## src/sensor_value_pkg.sv

```systemverilog
// Purpose: Shared constants for the sensor-value object with alarm logic.
// Assumes: APB register access, 50 MHz device clock, 16-bit signed readings.
// Notes: Constants below are shared by the design and the bench.
package sensor_value_pkg;

  // ----------------------------------------------------------------
  // Service codes and answers
  // ----------------------------------------------------------------
  localparam logic [7:0] SVC_GET = 8'h0e;
  localparam logic [7:0] SVC_SET = 8'h10;
  localparam logic [7:0] SVC_ZERO_TRIM = 8'h4b;
  localparam logic [7:0] SVC_GAIN_TRIM = 8'h4c;
  localparam logic [7:0] RESP_OK = 8'h00;
  localparam logic [7:0] RESP_SVC_UNSUP = 8'h08;
  localparam logic [7:0] RESP_BAD_VALUE = 8'h09;
  localparam logic [7:0] RESP_STATE_CONFLICT = 8'h0c;
  localparam logic [7:0] RESP_NOT_SETTABLE = 8'h0e;
  localparam logic [7:0] RESP_ATTR_UNSUP = 8'h14;

  // ----------------------------------------------------------------
  // Attribute identifiers
  // ----------------------------------------------------------------
  localparam logic [7:0] ATTR_DATA_TYPE = 8'h03;
  localparam logic [7:0] ATTR_UNITS = 8'h04;
  localparam logic [7:0] ATTR_READ_VALID = 8'h05;
  localparam logic [7:0] ATTR_VALUE = 8'h06;
  localparam logic [7:0] ATTR_STATUS = 8'h07;
  localparam logic [7:0] ATTR_ALARM_EN = 8'h08;
  localparam logic [7:0] ATTR_WARN_EN = 8'h09;
  localparam logic [7:0] ATTR_FULL_SCALE = 8'h0a;
  localparam logic [7:0] ATTR_OFFSET_B = 8'h10;
  localparam logic [7:0] ATTR_OFFSET_A = 8'h11;
  localparam logic [7:0] ATTR_GAIN = 8'h12;
  localparam logic [7:0] ATTR_ALARM_HI = 8'h13;
  localparam logic [7:0] ATTR_ALARM_LO = 8'h14;
  localparam logic [7:0] ATTR_WARN_HI = 8'h15;
  localparam logic [7:0] ATTR_WARN_LO = 8'h16;
  localparam logic [7:0] ATTR_HYST = 8'h17;
  localparam logic [7:0] ATTR_SETTLE = 8'h18;
  localparam logic [7:0] ATTR_SAFE_STATE = 8'h19;
  localparam logic [7:0] ATTR_SAFE_VALUE = 8'h1a;

  // ----------------------------------------------------------------
  // Encodings and reset values
  // ----------------------------------------------------------------
  localparam logic [7:0] DTYPE_INT = 8'hc3;
  localparam logic [7:0] DTYPE_REAL = 8'hca;
  localparam logic [15:0] UNITS_COUNTS = 16'h1001;
  localparam logic [15:0] UNITS_SCCM = 16'h1400;
  localparam logic [7:0] SAFE_ZERO = 8'h00;
  localparam logic [7:0] SAFE_FULL = 8'h01;
  localparam logic [7:0] SAFE_HOLD = 8'h02;
  localparam logic [7:0] SAFE_USE_VALUE = 8'h03;
  localparam logic [15:0] GAIN_UNITY = 16'h0100;
  localparam int GAIN_FRAC_BITS = 8;
  localparam logic [15:0] FULL_SCALE_INT = 16'h7fff;
  localparam logic [15:0] TRIP_HI_RESET = 16'h7fff;
  localparam logic [15:0] TRIP_LO_RESET = 16'h8000;

  // ----------------------------------------------------------------
  // APB byte offsets
  // ----------------------------------------------------------------
  localparam logic [11:0] OFF_SVC_CMD = 12'h000;
  localparam logic [11:0] OFF_SVC_WDATA = 12'h004;
  localparam logic [11:0] OFF_SVC_RESP = 12'h008;
  localparam logic [11:0] OFF_SVC_RDATA = 12'h00c;
  localparam logic [11:0] OFF_VALUE = 12'h010;
  localparam logic [11:0] OFF_STATUS = 12'h014;

  // ----------------------------------------------------------------
  // Timing
  // ----------------------------------------------------------------
  localparam int CLK_PERIOD_NS = 20;
  localparam int SETTLE_UNIT_NS = 1000000;
  localparam int SETTLE_TICK_CYCLES = SETTLE_UNIT_NS / CLK_PERIOD_NS;

endpackage : sensor_value_pkg

```

## src/sensor_value_alarm.sv

```systemverilog
// Purpose: Corrected sensor value, safe-state substitution, alarm/warning status.
// Assumes: Services are posted over APB; object state comes from a supervisor.
// Notes: One wait state on every APB access; services complete with the access.
`timescale 1ns/10ps
`default_nettype none

module sensor_value_alarm
  import sensor_value_pkg::*;
#(
  parameter int TICK_CYCLES = SETTLE_TICK_CYCLES
) (
  input wire logic MCLK,
  input wire logic RST_N,
  input wire logic PSEL,
  input wire logic PENABLE,
  input wire logic PWRITE,
  input wire logic [11:0] PADDR,
  input wire logic [31:0] PWDATA,
  output logic [31:0] PRDATA,
  output logic PREADY,
  output logic PSLVERR,
  input wire logic [15:0] SENSOR_READING,
  input wire logic SENSOR_VALID,
  input wire logic OBJ_EXECUTING,
  input wire logic OBJ_IDLE,
  input wire logic IO_CONN_EST,
  output logic [31:0] VALUE_OUT,
  output logic [7:0] STATUS_OUT
);

  // ----------------------------------------------------------------
  // Functions
  // ----------------------------------------------------------------
  function automatic logic signed [15:0] sat16(input logic signed [33:0] x);
    if (x > 34'sh0_7fff) begin
      return 16'sh7fff;
    end else if (x < -34'sh0_8000) begin
      return 16'sh8000;
    end
    return x[15:0];
  endfunction : sat16

  // Integer to single precision; exact for every 16-bit input
  function automatic logic [31:0] to_real(input logic signed [15:0] v);
    logic [15:0] mag;
    logic [4:0] msb;
    logic [38:0] shifted;
    mag = v[15] ? 16'(-v) : v;
    msb = 5'h00;
    for (int i = 0; i < 16; i++) begin
      if (mag[i]) begin
        msb = 5'(i);
      end
    end
    shifted = 39'(mag) << (5'd23 - msb);
    if (mag == 16'h0000) begin
      return 32'h0000_0000;
    end
    return {v[15], 8'(8'd127 + 8'(msb)), shifted[22:0]};
  endfunction : to_real

  function automatic logic [31:0] encode(input logic [7:0] dt, input logic signed [15:0] v);
    return (dt == DTYPE_REAL) ? to_real(v) : {{16{v[15]}}, v};
  endfunction : encode

  // ----------------------------------------------------------------
  // Storage
  // ----------------------------------------------------------------
  logic [7:0] data_type;
  logic [15:0] units;
  logic alarm_en;
  logic warn_en;
  logic signed [15:0] offset_a;
  logic signed [15:0] offset_b;
  logic signed [15:0] gain;
  logic signed [15:0] trip [4];
  logic [15:0] hyst;
  logic [15:0] settle;
  logic [7:0] safe_state;
  logic signed [15:0] safe_value;
  logic [31:0] svc_wdata;
  logic [7:0] resp_code;
  logic [31:0] resp_data;
  logic signed [15:0] reported;
  logic [3:0] flag;
  logic [15:0] dwell [4];
  logic [15:0] tick_cnt;
  logic tick;

  logic apb_done;
  logic cmd_write;
  logic [7:0] cmd_code;
  logic [7:0] cmd_attr;
  logic signed [16:0] sum_in;
  logic signed [32:0] product;
  logic signed [15:0] corrected;
  logic signed [15:0] next_reported;
  logic [3:0] beyond;
  logic [3:0] clear_ok;
  logic [3:0] chan_en;
  logic [31:0] get_data;
  logic [7:0] get_code;

  assign apb_done = PSEL && PENABLE && PREADY;
  assign cmd_write = apb_done && PWRITE && (PADDR == OFF_SVC_CMD);
  assign cmd_code = PWDATA[7:0];
  assign cmd_attr = PWDATA[15:8];

  // ----------------------------------------------------------------
  // APB slave
  // ----------------------------------------------------------------
  always_ff @(posedge MCLK) begin
    if (!RST_N) begin
      PREADY <= 1'b0;
      PSLVERR <= 1'b0;
      PRDATA <= 32'h0000_0000;
    end else begin
      PREADY <= PSEL && PENABLE && !PREADY;
      PSLVERR <= 1'b0;
      PRDATA <= 32'h0000_0000;
      if (PSEL && PENABLE && !PREADY) begin
        case (PADDR)
          OFF_SVC_CMD, OFF_SVC_WDATA: PRDATA <= 32'h0000_0000;
          OFF_SVC_RESP: PRDATA <= {24'h00_0000, resp_code};
          OFF_SVC_RDATA: PRDATA <= resp_data;
          OFF_VALUE: PRDATA <= VALUE_OUT;
          OFF_STATUS: PRDATA <= {24'h00_0000, STATUS_OUT};
          default: PSLVERR <= 1'b1;
        endcase
      end
    end
  end

  always_ff @(posedge MCLK) begin
    if (!RST_N) begin
      svc_wdata <= 32'h0000_0000;
    end else if (apb_done && PWRITE && PADDR == OFF_SVC_WDATA) begin
      svc_wdata <= PWDATA;
    end
  end

  // ----------------------------------------------------------------
  // Correction and safe state
  // ----------------------------------------------------------------
  always_comb begin
    sum_in = 17'($signed(SENSOR_READING)) + 17'(offset_a);
    product = 33'(sum_in) * 33'(gain);
    corrected = sat16(34'(product >>> GAIN_FRAC_BITS) + 34'(offset_b));
    if (OBJ_EXECUTING) begin
      next_reported = corrected;
    end else begin
      case (safe_state)
        SAFE_ZERO: next_reported = 16'sh0000;
        SAFE_FULL: next_reported = FULL_SCALE_INT;
        SAFE_HOLD: next_reported = reported;
        SAFE_USE_VALUE: next_reported = safe_value;
        default: next_reported = reported;
      endcase
    end
  end

  always_ff @(posedge MCLK) begin
    if (!RST_N) begin
      reported <= 16'sh0000;
      VALUE_OUT <= 32'h0000_0000;
    end else begin
      reported <= next_reported;
      VALUE_OUT <= encode(data_type, next_reported);
    end
  end

  // ----------------------------------------------------------------
  // Settling time base
  // ----------------------------------------------------------------
  always_ff @(posedge MCLK) begin
    if (!RST_N) begin
      tick_cnt <= 16'h0000;
      tick <= 1'b0;
    end else begin
      tick <= (tick_cnt == 16'(TICK_CYCLES - 1));
      tick_cnt <= (tick_cnt == 16'(TICK_CYCLES - 1)) ? 16'h0000 : tick_cnt + 16'h0001;
    end
  end

  // ----------------------------------------------------------------
  // Exceptions: 0 high alarm, 1 low alarm, 2 high warning, 3 low warning
  // ----------------------------------------------------------------
  always_comb begin
    for (int i = 0; i < 4; i++) begin
      if (i % 2 == 0) begin
        beyond[i] = corrected > trip[i];
        clear_ok[i] = 18'(corrected) < (18'(trip[i]) - $signed({2'b00, hyst}));
      end else begin
        beyond[i] = corrected < trip[i];
        clear_ok[i] = 18'(corrected) > (18'(trip[i]) + $signed({2'b00, hyst}));
      end
    end
    chan_en = {warn_en, warn_en, alarm_en, alarm_en};
  end

  // Dwell counts whole ticks; phase of the free-running tick adds up to one unit of slack
  always_ff @(posedge MCLK) begin
    if (!RST_N) begin
      flag <= 4'h0;
      for (int i = 0; i < 4; i++) begin
        dwell[i] <= 16'h0000;
      end
    end else begin
      for (int i = 0; i < 4; i++) begin
        if (!chan_en[i]) begin
          flag[i] <= 1'b0;
          dwell[i] <= 16'h0000;
        end else if (flag[i] ? !clear_ok[i] : !beyond[i]) begin
          dwell[i] <= 16'h0000;
        end else if (dwell[i] >= settle) begin
          flag[i] <= !flag[i];
          dwell[i] <= 16'h0000;
        end else if (tick) begin
          dwell[i] <= dwell[i] + 16'h0001;
        end
      end
    end
  end

  always_ff @(posedge MCLK) begin
    if (!RST_N) begin
      STATUS_OUT <= 8'h00;
    end else begin
      STATUS_OUT <= {4'h0, flag};
    end
  end

  // ----------------------------------------------------------------
  // Attribute read for the get service
  // ----------------------------------------------------------------
  always_comb begin
    get_code = RESP_OK;
    case (cmd_attr)
      ATTR_DATA_TYPE: get_data = {24'h00_0000, data_type};
      ATTR_UNITS: get_data = {16'h0000, units};
      ATTR_READ_VALID: get_data = {31'h0000_0000, SENSOR_VALID};
      ATTR_VALUE: get_data = VALUE_OUT;
      ATTR_STATUS: get_data = {24'h00_0000, STATUS_OUT};
      ATTR_ALARM_EN: get_data = {31'h0000_0000, alarm_en};
      ATTR_WARN_EN: get_data = {31'h0000_0000, warn_en};
      ATTR_FULL_SCALE: get_data = encode(data_type, FULL_SCALE_INT);
      ATTR_OFFSET_B: get_data = {{16{offset_b[15]}}, offset_b};
      ATTR_OFFSET_A: get_data = {{16{offset_a[15]}}, offset_a};
      ATTR_GAIN: get_data = {{16{gain[15]}}, gain};
      ATTR_ALARM_HI: get_data = {{16{trip[0][15]}}, trip[0]};
      ATTR_ALARM_LO: get_data = {{16{trip[1][15]}}, trip[1]};
      ATTR_WARN_HI: get_data = {{16{trip[2][15]}}, trip[2]};
      ATTR_WARN_LO: get_data = {{16{trip[3][15]}}, trip[3]};
      ATTR_HYST: get_data = {16'h0000, hyst};
      ATTR_SETTLE: get_data = {16'h0000, settle};
      ATTR_SAFE_STATE: get_data = {24'h00_0000, safe_state};
      ATTR_SAFE_VALUE: get_data = {{16{safe_value[15]}}, safe_value};
      default: begin
        get_data = 32'h0000_0000;
        get_code = RESP_ATTR_UNSUP;
      end
    endcase
  end

  // ----------------------------------------------------------------
  // Services
  // ----------------------------------------------------------------
  always_ff @(posedge MCLK) begin
    if (!RST_N) begin
      data_type <= DTYPE_INT;
      units <= UNITS_COUNTS;
      alarm_en <= 1'b0;
      warn_en <= 1'b0;
      offset_a <= 16'sh0000;
      offset_b <= 16'sh0000;
      gain <= GAIN_UNITY;
      trip[0] <= TRIP_HI_RESET;
      trip[1] <= TRIP_LO_RESET;
      trip[2] <= TRIP_HI_RESET;
      trip[3] <= TRIP_LO_RESET;
      hyst <= 16'h0000;
      settle <= 16'h0000;
      safe_state <= SAFE_ZERO;
      safe_value <= 16'sh0000;
      resp_code <= RESP_OK;
      resp_data <= 32'h0000_0000;
    end else if (cmd_write) begin
      resp_data <= 32'h0000_0000;
      resp_code <= RESP_OK;
      case (cmd_code)
        SVC_GET: begin
          resp_data <= get_data;
          resp_code <= get_code;
        end
        SVC_SET: begin
          case (cmd_attr)
            ATTR_DATA_TYPE: begin
              if (!OBJ_IDLE || IO_CONN_EST) begin
                resp_code <= RESP_STATE_CONFLICT;
              end else if (svc_wdata[7:0] != DTYPE_INT && svc_wdata[7:0] != DTYPE_REAL) begin
                resp_code <= RESP_BAD_VALUE;
              end else begin
                data_type <= svc_wdata[7:0];
              end
            end
            ATTR_UNITS: begin
              if (!OBJ_IDLE) begin
                resp_code <= RESP_STATE_CONFLICT;
              end else if (svc_wdata[15:0] != UNITS_COUNTS && svc_wdata[15:0] != UNITS_SCCM) begin
                resp_code <= RESP_BAD_VALUE;
              end else begin
                units <= svc_wdata[15:0];
              end
            end
            ATTR_ALARM_EN: alarm_en <= svc_wdata[0];
            ATTR_WARN_EN: warn_en <= svc_wdata[0];
            ATTR_OFFSET_B: offset_b <= svc_wdata[15:0];
            ATTR_OFFSET_A: offset_a <= svc_wdata[15:0];
            ATTR_GAIN: gain <= svc_wdata[15:0];
            ATTR_ALARM_HI: trip[0] <= svc_wdata[15:0];
            ATTR_ALARM_LO: trip[1] <= svc_wdata[15:0];
            ATTR_WARN_HI: trip[2] <= svc_wdata[15:0];
            ATTR_WARN_LO: trip[3] <= svc_wdata[15:0];
            ATTR_HYST: hyst <= svc_wdata[15:0];
            ATTR_SETTLE: settle <= svc_wdata[15:0];
            ATTR_SAFE_STATE: begin
              if (svc_wdata[7:0] > SAFE_USE_VALUE) begin
                resp_code <= RESP_BAD_VALUE;
              end else begin
                safe_state <= svc_wdata[7:0];
              end
            end
            ATTR_SAFE_VALUE: safe_value <= svc_wdata[15:0];
            ATTR_READ_VALID, ATTR_VALUE, ATTR_STATUS, ATTR_FULL_SCALE: begin
              resp_code <= RESP_NOT_SETTABLE;
            end
            default: resp_code <= RESP_ATTR_UNSUP;
          endcase
        end
        SVC_ZERO_TRIM: begin
          // Only the output offset moves, so gain never scales the trim step
          offset_b <= sat16(34'(offset_b) + 34'($signed(svc_wdata[15:0])) - 34'(corrected));
        end
        SVC_GAIN_TRIM: resp_code <= RESP_SVC_UNSUP;
        default: resp_code <= RESP_SVC_UNSUP;
      endcase
    end
  end
endmodule : sensor_value_alarm

`default_nettype wire

```

## config.mk

```make
export PLATFORM = sky130hd
export DESIGN_NAME = sensor_value_alarm
export DESIGN_NICKNAME = d
export VERILOG_FILES = /design/src/sensor_value_pkg.sv /design/src/sensor_value_alarm.sv
export SDC_FILE = /design/constraint.sdc
export NUM_CORES = 2
export LEC_CHECK = 0
export BUFFER_PORTS_ARGS = -buffer_cell sky130_fd_sc_hd__buf_2
export CAP_MARGIN = 20
export CELL_PAD_IN_SITES_DETAIL_PLACEMENT = 1
export CELL_PAD_IN_SITES_GLOBAL_PLACEMENT = 2
export CORE_MARGIN = 4
export CORE_UTILIZATION = 42
export DETAILED_ROUTE_END_ITERATION = 7
export GPL_TIMING_DRIVEN = 0
export PLACE_DENSITY = 0.92
export SLEW_MARGIN = 20
export SYNTH_ARGS = -nofsm -noshare
export SYNTH_HDL_FRONTEND = slang
export SYNTH_SLANG_ARGS = --single-unit
export TNS_END_PERCENT = 5
```

## constraint.sdc

```tcl
create_clock -name MCLK -period 44.2 [get_ports MCLK]
set_input_delay 6.63 -clock MCLK [delete_from_list [all_inputs] [get_ports MCLK]]
set_output_delay 6.63 -clock MCLK [all_outputs]
set_load 0.01 [all_outputs]
```

Yosys cells after proc, flatten, opt, wreduce, memory -nomap -nowiden:

Memories as Yosys holds them, arrays and structs flattened.
Index checks and enable logic that the tools add are counted.

* flip-flop bits (word level): 297
* RAM bits: 128
* bits of input ports: 69
* output and inout port bits: 74
* memories kept: 2

Memories
* dwell: words 4, bits a word 16, rd ports 4, clocked after Yosys merged registers in 0, write ports 4, RTL line sensor_value_alarm.sv:86 `logic [15:0] dwell [4];`
* trip: words 4, bits a word 16, rd ports 4, clocked after Yosys merged registers in 0, write ports 4, RTL line sensor_value_alarm.sv:76 `logic signed [15:0] trip [4];`

* $add $sub $neg: 18
* $mul: 1
* $lt $le $gt $ge: 17
* equal/unequal tests: 36
* shift-type cells: 2
* multiplexer cells: 161
* bitwise logic cells: 29
* reductions and logical operators: 50

Operators with widths (number)
* $pmux W32 S19: 1
* $mux W16: 29
* $mux W32: 4
* $pmux W32 S4: 1
* $mux W1: 99
* $eq A8 B5 Y1 const B: 12
* $mux W5: 17
* $add A16 B1 Y16 const B: 5
* $ge A16 B16 Y1: 4
* $pmux W16 S3: 1
* $add A16 B17 Y18: 2
* $gt A16 B18 Y1: 2
* $lt A16 B18 Y1: 2
* $sub A16 B17 Y18: 2
* $add A16 B16 Y17: 2
* $mul A17 B16 Y33: 1
* $eq A8 B3 Y1 const B: 4
* $eq A8 B4 Y1 const B: 4
* $gt A16 B16 Y1: 2
* $lt A16 B16 Y1: 2
* $ne A16 B13 Y1 const B: 2
* $pmux W16 S2: 1
* $mux W31: 1
* $add A25 B16 Y26: 1
* 42 further kinds: 113

Logic depth before layout (Yosys ltp):

* word-level depth: 30
* mapped depth: 79
* mapped depth without buffers: 75

Least setup slack after synthesis:

Ideal clock, no wire load.

* kind: input -> register
* from: input port SENSOR_READING[1]
* to: register offset_b[14]
* setup time: 65 ps
* arrival: 21500 ps
* required time: 44135 ps
* slack: 22634 ps
* stages: 75
* buffers on the path: 4
* path through: ha_1 > a21o_1 > a21oi_1 > o21ai_0 > a21oi_1 > o21ai_0 > a21oi_1 > o21ai_0 > a21oi_1 > nor2b_1 > o21a_1 > o21ai_0 > nand2b_1 > a21oi_1 > o21bai_1 > a21oi_1 > xnor2_1 > clkbuf_1 > [... 39 more ...] > a21oi_1 > o21bai_1 > a21oi_1 > o21bai_1 > a21oi_1 > o21bai_1 > a21oi_1 > o21bai_1 > a21oi_1 > o2111ai_1 > a21oi_1 > xnor2_1 > a21bo_2 > clkbuf_1 > nand2_1 > a211oi_1 > a21oi_1 > nor2_1

* cells in the longest elaborated chain, start to end: 16
* elaborated cells between the ends (all ways): 20
* those cells by class: add/sub (3); mul (1); order compare (4); mux (12)

RTL lines
* from (decl): RTL line sensor_value_alarm.sv:22 `input wire logic [15:0] SENSOR_READING,`
* $add A16 B16 Y17 (*): RTL line sensor_value_alarm.sv:146 `sum_in = 17'($signed(SENSOR_READING)) + 17'(offset_a);`
* $mul A17 B16 Y33 (*): RTL line sensor_value_alarm.sv:147 `product = 33'(sum_in) * 33'(gain);`
* $add A25 B16 Y26 (*): RTL line sensor_value_alarm.sv:148 `corrected = sat16(34'(product >>> GAIN_FRAC_BITS) + 34'(offset_b));`
* $lt A26 B16 Y1: RTL line sensor_value_alarm.sv:37 `end else if (x < -34'sh0_8000) begin`
* $mux W1: RTL line sensor_value_alarm.sv:37
* $mux W1: RTL line sensor_value_alarm.sv:35 `if (x > 34'sh0_7fff) begin`
* $mux W16 (*): RTL line sensor_value_alarm.sv:40 `return x[15:0];`
* $sub A17 B16 Y18 (*): RTL line sensor_value_alarm.sv:342 `offset_b <= sat16(34'(offset_b) + 34'($signed(svc_wdata[15:0])) - 34'(corrected));`
* $lt A18 B16 Y1: RTL line sensor_value_alarm.sv:37
* $mux W1: RTL line sensor_value_alarm.sv:37
* $mux W1: RTL line sensor_value_alarm.sv:35
* $mux W1: RTL line sensor_value_alarm.sv:290 `case (cmd_code)`
* $mux W1: RTL line sensor_value_alarm.sv:287 `end else if (cmd_write) begin`
* $mux W1: RTL line sensor_value_alarm.sv:269 `if (!RST_N) begin`
* $mux W16 (*): RTL line sensor_value_alarm.sv:40
* $pmux W16 S2 (*): RTL line sensor_value_alarm.sv:290
* to (signal assigned): RTL line sensor_value_alarm.sv:317 `ATTR_OFFSET_B: offset_b <= svc_wdata[15:0];`
* to (signal assigned): RTL line sensor_value_alarm.sv:342
* to (decl): RTL line sensor_value_alarm.sv:74 `logic signed [15:0] offset_b;`

Mark *: on every way between the ends. The rest lies on a longest branch, timed or not. The select of a mux whose other input is x is not followed.
A chain may end at the register's enable or synchronous reset.

Worst setup path after layout:

* from: input port SENSOR_READING[0]
* to: register offset_b[13]

Same word-level chain as after synthesis.

==> results.py <==
metrics = {
    "yosys": {
        "syn_avg_cell_area_um2": 8.510,
        "synth_warnings": 0,
        "synthSimpleGateAreaFrac": 0.1875,
        "ys_seq_area_frac": 0.2380,
        "synth.area.mux_share": 0.01267,
        "ys_ff_latch": 415,
        "synthArstFlopShare": 0,
        "syn-cell-area_um2": 40290,
        "synth_cell_types": 117,
        "synth_edf_count": 128,
        "synth_fa_ha_area_frac": 0.2707,
        "synth-compound-area-share": 0.1665,
        "synthCells": 4735,
        "synth_top_flop_cell": "dfxtp_1",
        "synth_top_family_by_area": "adder cells",
        "synth_xor_area_frac": 0.05089,
    },
    "detailed_routing": {
        "wirelength_um": 158600,
        "drc": 0,
        "wl_per_cell_um": 25.50,
        "routed-via-count": 36720,
        "drt_iter0_markers": 3277,
        "first_pass_iters": 6,
        "post_drt_via_cell_ratio": 5.902,
        "ant_nets": 0,
    },
    "timing": {
        "timing.final.crit_share": 0.5787,
        "setup_total_negative_slack_ns": 0,
        "worst-slew-pin-transition_ns": 1.240,
        "setup_violations": 0,
        "fin_skew_ns": 0.03854,
        "fin_ws_ns": 18.62,
        "finalHoldViolCount": 0,
        "min_period_ns": 25.58,
        "rsz0062_at_grt": "no",
        "fmax_ghz": 0.03910,
        "slew_viol_final": 0,
        "max_slew_margin": 0.1734,
        "hold_ws_ns": 0.4605,
    },
    "pwr": {
        "pwr-share-seq": 0.421,
        "irDropWorstVdd_mv": 0.02603,
        "sw_frac_of_total": 0.2930,
        "pwr-share-comb": 0.147,
        "p_clk_frac": 0.432,
        "cell_internal_pwr_uw": 673.6,
        "switching_power_uw": 279.2,
        "p_leak_nw": 19.47,
        "powerDensity_nw_per_um2": 21.57,
        "total_power_uw": 952.8,
    },
    "clock_tree": {
        "numCtsBuffers": 48,
        "cts_tree": "done",
        "htreeDepth": 2,
        "clockRootBuffer": "clkbuf_16",
        "path_clk_slew_ns": 0.06,
        "cts_resized": 0,
        "clock_latency_ns": 0.63,
        "clockBufferDepth": 3,
        "holdBufCountCts": 0,
        "cts_sinks": 415,
        "post_cts_buffers": 0,
    },
    "floorplan": {
        "initial_core_util": 0.4235,
        "core_area_um2": 95150,
        "ioPinCount": 143,
        "rows": 113,
        "die-area_um2": 101000,
        "die_w_um": 317.7,
        "die_y_um": 317.7,
    },
    "worst_setup_path": {
        "crit_buf_inv": 10,
        "cp-end-kind": "flip-flop",
        "critPathKind": "in -> reg",
        "arrival_ns": 26.12,
        "crit_cells": 76,
        "startpoint_type": "input pin",
        "path_max_fanout": 10,
        "timing.rr.start": "offset_a[0]",
        "critical_path.top_delay_family": "compound AO/OA/AOI/OAI gates",
        "r2r-end": "offset_b[13]",
        "max_stage_delay_ns": 0.84,
        "worstSetupStartpoint": "SENSOR_READING[0]",
        "crit_required_ns": 44.75,
        "slowest_stage": "clkinv_1",
        "r2r_slack_ns": 24.08,
        "worstRegToRegCells": 75,
        "endpoint": "offset_b[13]",
    },
    "grt": {
        "antenna_found_initial": 11,
        "grt_pass1_wl_um": 239000,
        "grt_use_total": 0.3070,
        "grt_pass1_vias": 37900,
        "grt_overflow": 0,
        "grt_max_degree": 26,
    },
    "finish": {
        "drive_above_1_share": 0.06606,
        "final_nets": 5674,
        "final_cell_mix": "556 x inv_1, 490 x nand2_1, 431 x nor2_1",
        "final_design_area_no_fill_um2": 44170,
        "synthToLayoutAreaGrowth_pct": 9.626,
        "final_common_cell": "inv_1",
    },
    "worst_hold_path": {
        "hold_path.class": "reg -> reg",
    },
    "placed_design": {
        "placed_cell_area_um2": 42550,
        "place_ws_ns": 18.25,
        "io_buffers": 119,
        "dp_hpwl_um": 126000,
        "gp_congestion": 1.007,
    },
    "job": {
        "drv_cap": 0,
    },
    "run_status": {
        "run_status": "finished clean",
    },
}
[Yosys cell counts (all sizes together) (83+ instances only)]
cell / number / area, um^2
inv: 557 / 2091
clkbuf: 173 / 649.4
ha: 403 / 5042
a21o: 119 / 893.4
edfxtp: 128 / 3844
and2: 163 / 1025
fa: 292 / 5846
nand3: 83 / 420.4
a21oi: 355 / 1810
o21ai: 123 / 615.6
nor2: 434 / 1642
nand2: 491 / 1846
dfxtp: 287 / 5746
xnor2: 151 / 1341
[through the flow]
| step | instances | util |
|---|---|---|
| 5_1_grt | 6216 | 0.4641 |
| 3_3_place_gp | 6122 | 0.4465 |
| 3_5_place_dp | 6125 | 0.4472 |
| 4_1_cts | 6215 | 0.4640 |
| 6_report | 6222 | 0.4642 |
| 2_1_floorplan | 4738 | - |
[per-layer routing]
| layer | part of all wire | GRT usage | vias up |
|---|---|---|---|
| met5 | 0.00025 | 0 | - |
| met3 | 0.087 | 0.05622 | 290 |
| met2 | 0.44 | 0.4900 | 1457 |
| li1 | - | - | 16400 |
| met4 | 0.034 | 0.08754 | 6 |
| met1 | 0.43 | 0.4269 | 18570 |
[power by group through the flow]
stage          clock network, mW  registers, mW  logic [mW]
2_1_floorplan                  0          0.406      0.0872
3_3_place_gp                   0          0.409       0.133
3_5_place_dp                   0          0.409       0.136
4_1_cts                    0.413          0.401       0.138
5_1_grt                    0.429          0.401       0.152
6_report                   0.412          0.401       0.140
[tightest hold or removal path, cell delays in order, from the launching register on]
cell     delay (ns)
dfxtp_1        0.31
nand2_1        0.05
a21oi_1        0.05
[area by class of cell]
class	instances	area [um^2]
Timing Repair Buffer	122	629.4
Fill cell	11450	50980
Multi-Input combinational cell	3554	27790
Clock inverter	25	250.2
Inverter	561	2106
Sequential cell	415	9589
Antenna cell	7	17.52
Buffer	208	868.3
Tap cell	1265	1583
Clock buffer	65	1345
[cell families (layout without fill, tap and decap cells)]
kind of cell | count (synthesis) | after routing
buffers and inverters | 769 | 981
adders and majority gates | 697 | 697
muxes | 50 | 50
xor gates and xnor gates | 232 | 232
other | 1 | 11
DFF | 415 | 415
AOI/OAI and AO/OA | 995 | 995
and+or+nand+nor | 1576 | 1576
[state kept, by name, indices dropped and copies added, names as in the netlist, 5 cells and up]
name	count
offset_b	16
units	16
safe_state	8
tick_cnt	16
settle	16
VALUE_OUT	31
resp_code	5
svc_wdata	16
trip	64
data_type	8
offset_a	16
gain	16
PRDATA	31
safe_value	16
hyst	16
dwell	64
reported	16
resp_data	31
[worst min-delay path by stage]
stage / startpoint / end / cells past startpoint
6_report: safe_value[11] / safe_value[11] / 2
3_5_place_dp: safe_value[11] / safe_value[11] / 2
3_3_place_gp: units[12] / units[12] / 1
2_1_floorplan: units[12] / units[12] / 1
5_1_grt: units[11] / units[11] / 1
4_1_cts: safe_value[11] / safe_value[11] / 2
Power figures use the tool's default switching activity.
